**config.mk**
```make
export PLATFORM = sky130hd
export DESIGN_NAME = srci_exec
export DESIGN_NICKNAME = d
export VERILOG_FILES = /design/src/srci_pkg.sv /design/src/srci_rotator.sv /design/src/srci_exec.sv
export VERILOG_INCLUDE_DIRS = /design/src /design/src/src
export SDC_FILE = /design/constraint.sdc
export NUM_CORES = 1
export LEC_CHECK = 0
export BUFFER_PORTS_ARGS = -buffer_cell sky130_fd_sc_hd__buf_2
export CAP_MARGIN = 20
export CORE_MARGIN = 2
export CORE_UTILIZATION = 48
export DETAILED_ROUTE_END_ITERATION = 7
export GPL_TIMING_DRIVEN = 0
export PLACE_DENSITY = 0.7
export REMOVE_ABC_BUFFERS = 1
export SLEW_MARGIN = 10
export SYNTH_ARGS = -nofsm -noshare
export SYNTH_HDL_FRONTEND = slang
export SYNTH_SLANG_ARGS = --single-unit
```
**constraint.sdc**
```tcl
create_clock -name mclk -period 3.5 [get_ports mclk]
set_clock_uncertainty 0.1 [all_clocks]
set_input_delay 0.35 -clock mclk [delete_from_list [all_inputs] [get_ports mclk]]
set_output_delay 0.35 -clock mclk [all_outputs]
set_load 0.005 [all_outputs]
```
**src/srci_regs.svh**
```systemverilog
// Opcodes, cycle counts and reset values for the stack/rotate/carry executor
`ifndef SRCI_REGS_SVH
`define SRCI_REGS_SVH

`define SRCI_OP_PUSH_R 8'h70
`define SRCI_OP_PUSH_IR 8'h71
`define SRCI_OP_PUSH_DN 8'h82
`define SRCI_OP_PUSH_UP 8'h83
`define SRCI_OP_CLR_C 8'hcf
`define SRCI_OP_SUB_EXIT 8'haf
`define SRCI_OP_ROL_R 8'h90
`define SRCI_OP_ROL_IR 8'h91
`define SRCI_OP_RLC_R 8'h10
`define SRCI_OP_RLC_IR 8'h11
`define SRCI_OP_ROR_R 8'he0
`define SRCI_OP_ROR_IR 8'he1
`define SRCI_OP_RRC_R 8'hc0

`define SRCI_CYC_PUSH 4'h8
`define SRCI_CYC_USTACK 4'h8
`define SRCI_CYC_CLR_C 4'h4
`define SRCI_CYC_SUB_EXIT 4'h8
`define SRCI_CYC_ROT 4'h4

`define SRCI_FLAG_C 7
`define SRCI_FLAG_Z 6
`define SRCI_FLAG_S 5
`define SRCI_FLAG_V 4

`define SRCI_SP_RESET 16'h0000
`define SRCI_PC_RESET 16'h0000

`endif

```
**src/srci_pkg.sv**
```systemverilog
// Types shared by the stack/rotate/carry executor
`default_nettype none
package srci_pkg;

	typedef enum logic [1:0] {
		SRCI_ROT_LEFT_CIRC,
		SRCI_ROT_LEFT_VIA_C,
		SRCI_ROT_RIGHT_CIRC,
		SRCI_ROT_RIGHT_VIA_C
	} srci_rot_kind_t;

	// Register file access request
	typedef struct packed {
		logic rd;
		logic wr;
		logic [7:0] addr;
		logic [7:0] wdata;
	} srci_rf_req_t;

	// Stack memory access request
	typedef struct packed {
		logic rd;
		logic wr;
		logic [15:0] addr;
		logic [7:0] wdata;
	} srci_mem_req_t;

	// Rotator result
	typedef struct packed {
		logic [7:0] value;
		logic [7:0] flags;
	} srci_rot_res_t;

endpackage
`default_nettype wire

```
**src/srci_rotator.sv**
```systemverilog
// Combinational one-bit rotator with flag update
`include "srci_regs.svh"
`default_nettype none
module srci_rotator
	import srci_pkg::*;
(
	// Operand and control
	input wire srci_rot_kind_t kind,
	input wire logic [7:0] operand,
	input wire logic [7:0] flags_in,
	// Result
	output srci_rot_res_t res
);

	logic [7:0] r;

	// Bit shuffle per kind
	always_comb begin
		case (kind)
			SRCI_ROT_LEFT_CIRC: r = {operand[6:0], operand[7]};
			SRCI_ROT_LEFT_VIA_C: r = {operand[6:0], flags_in[`SRCI_FLAG_C]};
			SRCI_ROT_RIGHT_CIRC: r = {operand[0], operand[7:1]};
			SRCI_ROT_RIGHT_VIA_C: r = {flags_in[`SRCI_FLAG_C], operand[7:1]};
			default: r = operand;
		endcase
	end

	// Flags; D, H and bank bits pass through untouched
	always_comb begin
		res.value = r;
		res.flags = flags_in;
		res.flags[`SRCI_FLAG_C] = (kind == SRCI_ROT_LEFT_CIRC || kind == SRCI_ROT_LEFT_VIA_C) ? operand[7]
			: operand[0];
		res.flags[`SRCI_FLAG_Z] = (r == 8'h00);
		res.flags[`SRCI_FLAG_S] = r[7];
		res.flags[`SRCI_FLAG_V] = r[7] ^ operand[7];
	end

endmodule
`default_nettype wire

```
**src/srci_exec.sv**
```systemverilog
// Execution unit for stack push, user stacks, carry clear, subroutine exit and rotates
`include "srci_regs.svh"
`default_nettype none
// Notes on behaviour
// - System push decrements the 16-bit stack pointer with wrap from zero to all ones, then stores the byte there.
// - Decrementing user push decrements the pointer register first, then writes the source to the new address.
// - Decrementing user push is opcode 82h, three bytes, indirect destination, register source, 8 cycles.
// - Incrementing user push increments the pointer register first, then writes the source to the new address.
// - Incrementing user push is opcode 83h, three bytes, indirect destination, register source, 8 cycles.
// - Pushes and the subroutine exit leave all flag bits unchanged.
// - Subroutine exit, opcode AFh, loads the program counter from the stack and adds two to the stack pointer.
// - The byte at the stack pointer becomes the high program counter byte, the next byte the low byte.
// - Circular left rotate copies old bit 7 into bit 0 and carry; 90h register, 91h indirect.
// - Left rotate via carry moves bit 7 to carry and old carry to bit 0; 10h register, 11h indirect.
// - Circular right rotate copies old bit 0 into bit 7 and carry; E0h register, E1h indirect.
// - Right rotate via carry moves bit 0 to carry and old carry to bit 7; C0h register.
// - Every rotate sets overflow when the sign bit changes and clears it otherwise.
// - Every rotate sets zero on a zero result, copies bit 7 into sign and keeps decimal and half-carry.
module srci_exec
	import srci_pkg::*;
(
	// Clock and reset
	input wire logic mclk,
	input wire logic rst_n,
	// Decoded instruction from fetch
	input wire logic start,
	input wire logic [7:0] opcode,
	input wire logic [7:0] op_a,
	input wire logic [7:0] op_b,
	output logic ready,
	output logic unknown_op,
	// Register file, read data valid the cycle after rd
	output srci_rf_req_t rf_req,
	input wire logic [7:0] rf_rdata,
	// Stack memory, read data valid the cycle after rd
	output srci_mem_req_t mem_req,
	input wire logic [7:0] mem_rdata,
	// Architectural state
	output logic [7:0] flags,
	output logic [15:0] stack_ptr,
	output logic [15:0] prog_ctr,
	output logic done
);

	typedef enum logic [3:0] {
		ST_IDLE, ST_PTR_RD, ST_PTR_WB, ST_SRC_RD, ST_DATA_WR, ST_OPND_RD, ST_ROT_WB,
		ST_EXIT_HI, ST_EXIT_LO, ST_EXIT_END, ST_WAIT
	} srci_state_t;

	typedef struct packed {
		srci_state_t st;
		logic [7:0] op;
		logic [7:0] a;
		logic [7:0] b;
		logic [7:0] addr;
		logic [7:0] data;
		logic [3:0] cnt;
		logic [7:0] flags;
		logic [15:0] sp;
		logic [15:0] pc;
		srci_rf_req_t rf;
		srci_mem_req_t mem;
		logic done;
		logic bad;
	} srci_state_s_t;

	srci_state_s_t s, next_s;
	srci_rot_kind_t rot_kind;
	srci_rot_res_t rot_res;
	logic is_rot, rot_ind;

	// Rotate decode; kind also steers the shared rotator
	always_comb begin
		is_rot = 1'b1;
		rot_ind = 1'b0;
		rot_kind = SRCI_ROT_LEFT_CIRC;
		case (s.op)
			`SRCI_OP_ROL_R: rot_kind = SRCI_ROT_LEFT_CIRC;
			`SRCI_OP_ROL_IR: begin
				rot_kind = SRCI_ROT_LEFT_CIRC;
				rot_ind = 1'b1;
			end
			`SRCI_OP_RLC_R: rot_kind = SRCI_ROT_LEFT_VIA_C;
			`SRCI_OP_RLC_IR: begin
				rot_kind = SRCI_ROT_LEFT_VIA_C;
				rot_ind = 1'b1;
			end
			`SRCI_OP_ROR_R: rot_kind = SRCI_ROT_RIGHT_CIRC;
			`SRCI_OP_ROR_IR: begin
				rot_kind = SRCI_ROT_RIGHT_CIRC;
				rot_ind = 1'b1;
			end
			`SRCI_OP_RRC_R: rot_kind = SRCI_ROT_RIGHT_VIA_C;
			default: is_rot = 1'b0;
		endcase
	end

	srci_rotator u_rot (
		.kind(rot_kind),
		.operand(s.data),
		.flags_in(s.flags),
		.res(rot_res)
	);

	////////////////////////////////////////////////////////////////////////
	// Sequencer: one access per cycle, then pad to the documented count
	always_comb begin
		next_s = s;
		next_s.rf = '0;
		next_s.mem = '0;
		next_s.done = 1'b0;
		next_s.bad = 1'b0;
		if (s.st != ST_IDLE)
			next_s.cnt = s.cnt - 4'h1;
		case (s.st)
			ST_IDLE: begin
				if (start) begin
					next_s.op = opcode;
					next_s.a = op_a;
					next_s.b = op_b;
					next_s.st = ST_PTR_RD;
					case (opcode)
						`SRCI_OP_PUSH_R, `SRCI_OP_PUSH_IR: begin
							next_s.cnt = `SRCI_CYC_PUSH - 4'h1;
							next_s.rf.rd = 1'b1;
							next_s.rf.addr = op_a;
							next_s.st = (opcode == `SRCI_OP_PUSH_IR) ? ST_SRC_RD : ST_DATA_WR;
						end
						`SRCI_OP_PUSH_DN, `SRCI_OP_PUSH_UP: begin
							next_s.cnt = `SRCI_CYC_USTACK - 4'h1;
							next_s.rf.rd = 1'b1;
							next_s.rf.addr = op_a;
						end
						`SRCI_OP_CLR_C: begin
							next_s.cnt = `SRCI_CYC_CLR_C - 4'h1;
							next_s.flags[`SRCI_FLAG_C] = 1'b0;
							next_s.st = ST_WAIT;
						end
						`SRCI_OP_SUB_EXIT: begin
							next_s.cnt = `SRCI_CYC_SUB_EXIT - 4'h1;
							next_s.mem.rd = 1'b1;
							next_s.mem.addr = s.sp;
							next_s.st = ST_EXIT_HI;
						end
						default: begin
							next_s.cnt = `SRCI_CYC_ROT - 4'h1;
							next_s.rf.rd = 1'b1;
							next_s.rf.addr = op_a;
							// Direct target; an indirect rotate replaces it with the pointer
							next_s.addr = op_a;
							next_s.st = ST_OPND_RD;
						end
					endcase
				end
			end
			// Pointer arrived: step it and write it back
			ST_PTR_RD: begin
				if (s.op == `SRCI_OP_PUSH_DN)
					next_s.addr = rf_rdata - 8'h01;
				else
					next_s.addr = rf_rdata + 8'h01;
				next_s.st = ST_PTR_WB;
			end
			ST_PTR_WB: begin
				next_s.rf.wr = 1'b1;
				next_s.rf.addr = s.a;
				next_s.rf.wdata = s.addr;
				next_s.rf.rd = 1'b0;
				next_s.st = ST_SRC_RD;
				// Source register read queued next cycle
			end
			ST_SRC_RD: begin
				next_s.rf.rd = 1'b1;
				if (s.op == `SRCI_OP_PUSH_IR)
					next_s.rf.addr = rf_rdata;
				else
					next_s.rf.addr = s.b;
				next_s.st = ST_DATA_WR;
				if (s.op == `SRCI_OP_PUSH_IR)
					next_s.op = `SRCI_OP_PUSH_R;
			end
			ST_DATA_WR: begin
				if (s.op == `SRCI_OP_PUSH_R) begin
					next_s.sp = s.sp - 16'h0001;
					next_s.mem.wr = 1'b1;
					next_s.mem.addr = s.sp - 16'h0001;
					next_s.mem.wdata = rf_rdata;
				end else begin
					next_s.rf.wr = 1'b1;
					next_s.rf.addr = s.addr;
					next_s.rf.wdata = rf_rdata;
				end
				next_s.st = ST_WAIT;
			end
			ST_OPND_RD: begin
				if (!is_rot) begin
					next_s.bad = 1'b1;
					next_s.st = ST_WAIT;
				end else if (rot_ind) begin
					next_s.rf.rd = 1'b1;
					next_s.rf.addr = rf_rdata;
					next_s.addr = rf_rdata;
					next_s.op = s.op & 8'hfe;
					next_s.st = ST_OPND_RD;
				end else begin
					// Target already held; a pointer of zero is a valid address
					next_s.data = rf_rdata;
					next_s.st = ST_ROT_WB;
				end
			end
			ST_ROT_WB: begin
				next_s.rf.wr = 1'b1;
				next_s.rf.addr = s.addr;
				next_s.rf.wdata = rot_res.value;
				next_s.flags = rot_res.flags;
				next_s.st = ST_WAIT;
			end
			// first byte is high
			// Data stands while the registered read does, as on the register file
			ST_EXIT_HI: begin
				next_s.pc[15:8] = mem_rdata;
				next_s.mem.rd = 1'b1;
				next_s.mem.addr = s.sp + 16'h0001;
				next_s.st = ST_EXIT_LO;
			end
			ST_EXIT_LO: begin
				next_s.pc[7:0] = mem_rdata;
				next_s.st = ST_EXIT_END;
			end
			ST_EXIT_END: begin
				next_s.sp = s.sp + 16'h0002;
				next_s.st = ST_WAIT;
			end
			ST_WAIT: begin
				if (s.cnt == 4'h0) begin
					next_s.done = 1'b1;
					next_s.addr = 8'h00;
					next_s.st = ST_IDLE;
				end
			end
			default: next_s.st = ST_IDLE;
		endcase
	end

	// State register; reset loads idle and the reset pointer values
	always_ff @(posedge mclk) begin
		if (!rst_n) begin
			s <= '0;
			s.st <= ST_IDLE;
			s.sp <= `SRCI_SP_RESET;
			s.pc <= `SRCI_PC_RESET;
		end else begin
			s <= next_s;
		end
	end

	////////////////////////////////////////////////////////////////////////
	// Outputs
	assign ready = (s.st == ST_IDLE);
	assign unknown_op = s.bad;
	assign rf_req = s.rf;
	assign mem_req = s.mem;
	assign flags = s.flags;
	assign stack_ptr = s.sp;
	assign prog_ctr = s.pc;
	assign done = s.done;

endmodule
`default_nettype wire

```
* Yosys cells after proc, flatten, opt, wreduce, memory -nomap -nowiden
Index checks and enable logic that the tools add are counted.
** Operators by class
- Reduce and logical (&&, ||, !) cells :: 34
- Mux-type cells :: 54
- Shift operators :: 0
- Multipliers :: 0
- $lt $le $gt $ge :: 0
- Divide/modulo/power cells :: 0
- Bitwise gates (word level) :: 3
- Add/subtract/negate cells :: 6
- Equal/unequal tests :: 37
** Operators with widths (number)
- $mux 8 :: 11
- $eq 8x8->1 const B :: 10
- $mux 16 :: 4
- $pmux 8 s4 :: 2
- $pmux 16 s3 :: 1
- $pmux 8 s3 :: 2
- $pmux 8 s6 :: 1
- $mux 36 :: 1
- $pmux 4 s9 :: 1
- $eq 8x7->1 const B :: 4
- $pmux 16 s2 :: 1
- $mux 25 :: 1
- $mux 17 :: 1
- $add 16x1->16 const B :: 1
- $add 16x2->16 const B :: 1
- $eq 4x3->1 const B :: 4
- $eq 8x5->1 const B :: 2
- $mux 4 :: 4
- $pmux 4 s4 :: 1
- $sub 16x1->16 const B :: 1
- $mux 1 :: 14
- $ne 2x2->1 const B :: 7
- $eq 4x4->1 const B :: 3
- $reduce_and 2->1 :: 6
- 32 further kinds :: 50
** Storage, ports and cells
- Register bits after elaboration :: 130
- Memory bits (read-only) :: 0
- Memories kept :: 0
- Bits in latches :: 0
- RAM bits :: 0
- Input bits :: 43

* Longest topological paths before layout
- Depth in word-level cells :: 7
- Depth in mapped cells :: 9
- Depth with buffers taken out :: 8

* By module
Synthesis repeated with hierarchy kept, for this count alone.
** Unflattened totals
- Cells, all modules :: 948
- Area total of the unflattened synthesis :: 7657.3 um^2
** Modules (own cells, without submodules)
- srci_exec :: cells each 918, instances 1, area each 7450.9 um^2
- srci_rotator :: cells each 30, instances 1, area each 206.4 um^2

* Least setup slack after synthesis
OpenSTA, ideal clock, no wires.
- Path type :: reg2reg
- Start :: reg s[122] (netlist name)
- End :: reg s[105] (netlist name)
- Arrival time :: 2.820 ns
- Data required time :: 3.312 ns
- Slack :: 0.492 ns
- Buffers on the path :: 1
- Period minus slack after synthesis :: 3.008 ns
- Stages on the path, launching flop included :: 10
- Cells stage by stage :: dfxtp_1 -> buf_2 -> or4b_1 -> nor3_1 -> ha_1 -> a211oi_1 -> o21a_1 -> a211oi_1 -> nand3b_1 -> a311oi_2
** On the way
- Cells in the longest elaborated chain, start to end :: 5
** Ends and longest elaborated chain
- from (decl) :: RTL line srci_exec.sv:67 : srci_state_s_t s, next_s;
- from (signal assigned) :: RTL line srci_exec.sv:253 : s <= next_s;
- $eq 8x8->1 / $eq 8x5->1 (equally long branches) :: RTL line srci_exec.sv:77 : case (s.op)
- $reduce_or 7->1 (no line) / $reduce_or 3->1 (equally long branches)
- $mux 1 :: RTL line srci_exec.sv:77
- $ne 2x2->1 (no line)
- $reduce_and 6->1 (no line)
Several ways; a longest one is shown, not always the timed one.
A chain may end at the register's enable or synchronous reset.

* Worst setup path in the final report
- Start :: reg s[130] (netlist name)
- End :: reg s (netlist bit rf_req[12])
** On the way
- Cells in the longest elaborated chain, start to end :: 2
** Ends and longest elaborated chain
- $eq 4x3->1, or another cell as far along :: RTL line srci_exec.sv:115 : case (s.st)
- $pmux 8 s6 * :: RTL line srci_exec.sv:115
Every way passes the cells marked *; elsewhere a longest branch is shown, timed or not.

==> metrics <==
commonest non-fill, non-tap cell in the layout=dfxtp_1; Layout Utilization=52.61%; area post-placement=7669 sq um; Total Routing Usage GR=23.09%; reg2reg path depth=5; PortBufs=125; Seq cells post-synth=130; Max Fclk=312.2 MHz; met3 usage=5.248%; Post-Route WL=19,720 microns; setup violators final=0; cell area after layout=8267 sq um; Simple-Gate Fraction of Synth Area=24.39%; post-synthesis compound-gate area fraction=21.33%; largest family of logic cells by synthesized area=simple AND/OR/NAND/NOR gates; crit path to=rf_req[12]; GRT overflow=0; RSZ-0062 raised after global routing=no; DRC Markers=0; Hold Crit Class=input port to flip-flop; row cnt=46; crit-path max FO=22; Slew @ Worst Pin=1.104 ns; layout cells sized above 1=20.73%; CTS sink count=130; Iter 0 DRT Violations=749; die width=129.9 microns; 1st-pass router iterations=5; first-pass GRT wire length=30,970 microns; leakage=3.291 nW; GRT met1 Usage=32.65%; DR vias=6,877; synthesized-area fraction occupied by adder cells=2.237%; crit path kind=flip-flop to flip-flop; setup_tns=0 ns; total I/O pin count=130; Critical Path Start=s[130]; drt wl/cell=16.84 microns; Clk pin slew, worst setup/hold paths=0.06 ns; Top FF cell, synth=dfxtp_1; CP startpoint kind=flip-flop; Critical Path RT=3.74 ns; dpl hpwl=13,700 microns; GR peak layer=met2; initial core utilization=48.42%; Post-CTS Hold Buffers=0; antenna fix cells=0; outcome=finished clean; Cell variety after synth=84; sequential fraction of the synthesis area=34.21%; initial antenna violation count=0; Peak VDD IR=0.4377 mV; FF-to-FF setup slack=0.30 ns; core area=15,710 sq um; Mapped Cells=937; Slew HR=25.85%; die height=129.9 microns; vias in the first global route=6,077; M2 GR Usage=35.11%; ys async rst share=0%; yosys warns=0; largest net degree at the start of global routing=70; Avg Cell Area, Syn=8.119 sq um; final hold violations=0; H-tree depth=4; final count of pins violating max slew=0; Clock Path Buffers=2; CTS tree=yes; Root Driver=clkbuf_16; DR vias/cell=5.873; PwrDens=642.6 nW/um^2; mapped cell area=7607 sq um; Num CTS Buffers=17; reg-to-reg startpoint=s[130]; Crit. End Element=flip-flop; crit share post-route=91.52%; max cap viols=0; EDFF count, synth=0; Skew-Pair Late Insertion Delay=0.43 ns; reg2reg end=rf_req[12]; minimum clock period=3.203 ns; gp weighted congestion=0.8648; Synth Area in XOR/XNOR=2.188%; final antenna-violating net count=0; post-CTS setup buffer count=0; Synth-to-Final Area Change=8.668%; post-cts sizing count=0; die footprint=16,870 sq um; WHS=0.05798 ns; commonest non-fill, non-tap cells in the layout=dfxtp_1 (130), buf_2 (125), nand2_1 (109); fillers=1,517; WP data arrival=3.45 ns; mux contribution to synthesized area=2.911%; Final nets=998
==> registers in the layout, summed over array words and instances, names as in the netlist <==
register / cells
done: 1
mem_req: 26
rf_req: 18
prog_ctr: 16
unknown_op: 1
stack_ptr: 16
flags: 4
s: 48
==> critical path, stage by stage, from the launching register on <==
cell and delay, ns:
dfxtp_1 0.72, nor4bb_2 0.95, o21ai_0 0.30, a21oi_1 0.64
a22oi_1 0.19, a21oi_1 0.22
==> synthesized netlist by cell type (6+ instances only) <==
| library cell | number | area, sq um |
|---|---|---|
| nor4_1 | 14 | 87.58 |
| o21ai_0 | 29 | 145.1 |
| nand3_1 | 16 | 80.08 |
| nand2b_1 | 9 | 56.30 |
| nor2b_1 | 6 | 37.54 |
| a211oi_1 | 22 | 165.2 |
| mux2_2 | 9 | 101.4 |
| nand4_1 | 14 | 87.58 |
| buf_4 | 85 | 638.1 |
| nand2_1 | 109 | 409.1 |
| a222oi_1 | 10 | 100.1 |
| inv_1 | 10 | 37.54 |
| nor2_1 | 73 | 274.0 |
| and2_1 | 6 | 37.54 |
| mux2i_1 | 12 | 120.1 |
| a21oi_1 | 89 | 445.4 |
| o22ai_1 | 7 | 43.79 |
| nor3b_1 | 6 | 45.04 |
| and3_1 | 14 | 87.58 |
| or3_1 | 6 | 37.54 |
| clkbuf_1 | 32 | 120.1 |
| nor3_1 | 24 | 120.1 |
| dfxtp_1 | 130 | 2603 |
| ha_1 | 12 | 150.1 |
| xnor2_1 | 15 | 131.4 |
| or4_1 | 8 | 60.06 |
| a31oi_1 | 16 | 100.1 |
| a22oi_1 | 19 | 142.6 |
| a221oi_1 | 7 | 61.31 |
| o31ai_1 | 7 | 52.55 |
| buf_2 | 26 | 130.1 |
==> metal layers <==
| metal | wire (microns) | part of all wire [%] |
|---|---|---|
| met4 | 249 | 1.3 |
| met1 | 9141 | 46 |
| met2 | 8824 | 45 |
| met5 | 0 | 0 |
| met3 | 1507 | 7.6 |
==> where the power goes <==
group          total, mW  switching, mW  internal (mW)
clock               1.76          0.673           1.09
combinational       1.55          0.948          0.602
sequential          2.00          0.301           1.70
total               5.31           1.92           3.39
==> worst min-delay path by stage <==
stage	end	slack, ns	cells past startpoint	startpoint
2_1_floorplan	s[89]	0.33	1	s[89]
3_3_place_gp	prog_ctr[15]	0.34	2	prog_ctr[15]
3_5_place_dp	prog_ctr[8]	0.34	2	prog_ctr[8]
4_1_cts	s[110]	0.05	3	op_b[4]
5_1_grt	s[110]	0.04	3	op_b[4]
6_report	s[110]	0.06	3	op_b[4]
==> cell families (layout without fill, tap and decap cells) <==
group,count (synthesis),in the layout
mux,21,21
fa+ha+maj,13,13
buf+inv,158,173
other cells,1,4
compound gates,246,246
simple gates,349,349
xor+xnor,19,19
flops,130,130
==> layout make-up <==
class / instances / area [sq um] / area share (%)
Tap cell: 216 / 270.3 / 3.269
Multi-Input combinational cell: 652 / 4073 / 49.27
Inverter: 12 / 52.55 / 0.6357
Sequential cell: 130 / 2603 / 31.48
Timing Repair Buffer: 129 / 680.7 / 8.234
Clock inverter: 12 / 131.4 / 1.589
Clock buffer: 20 / 456.7 / 5.524
==> stage by stage <==
stage | worst slack (ns) | instances | total power [mW]
finish | 0.2969 | 1171 | 5.312
global route | 0.09194 | 1171 | 5.602
CTS | 0.1070 | 1170 | 5.304
detailed placement | 0.1471 | 1138 | 3.545
global placement | -0.09767 | 1135 | 3.493
floorplan | 0.5473 | 794 | 3.025
(Power assumes the default switching activity.)
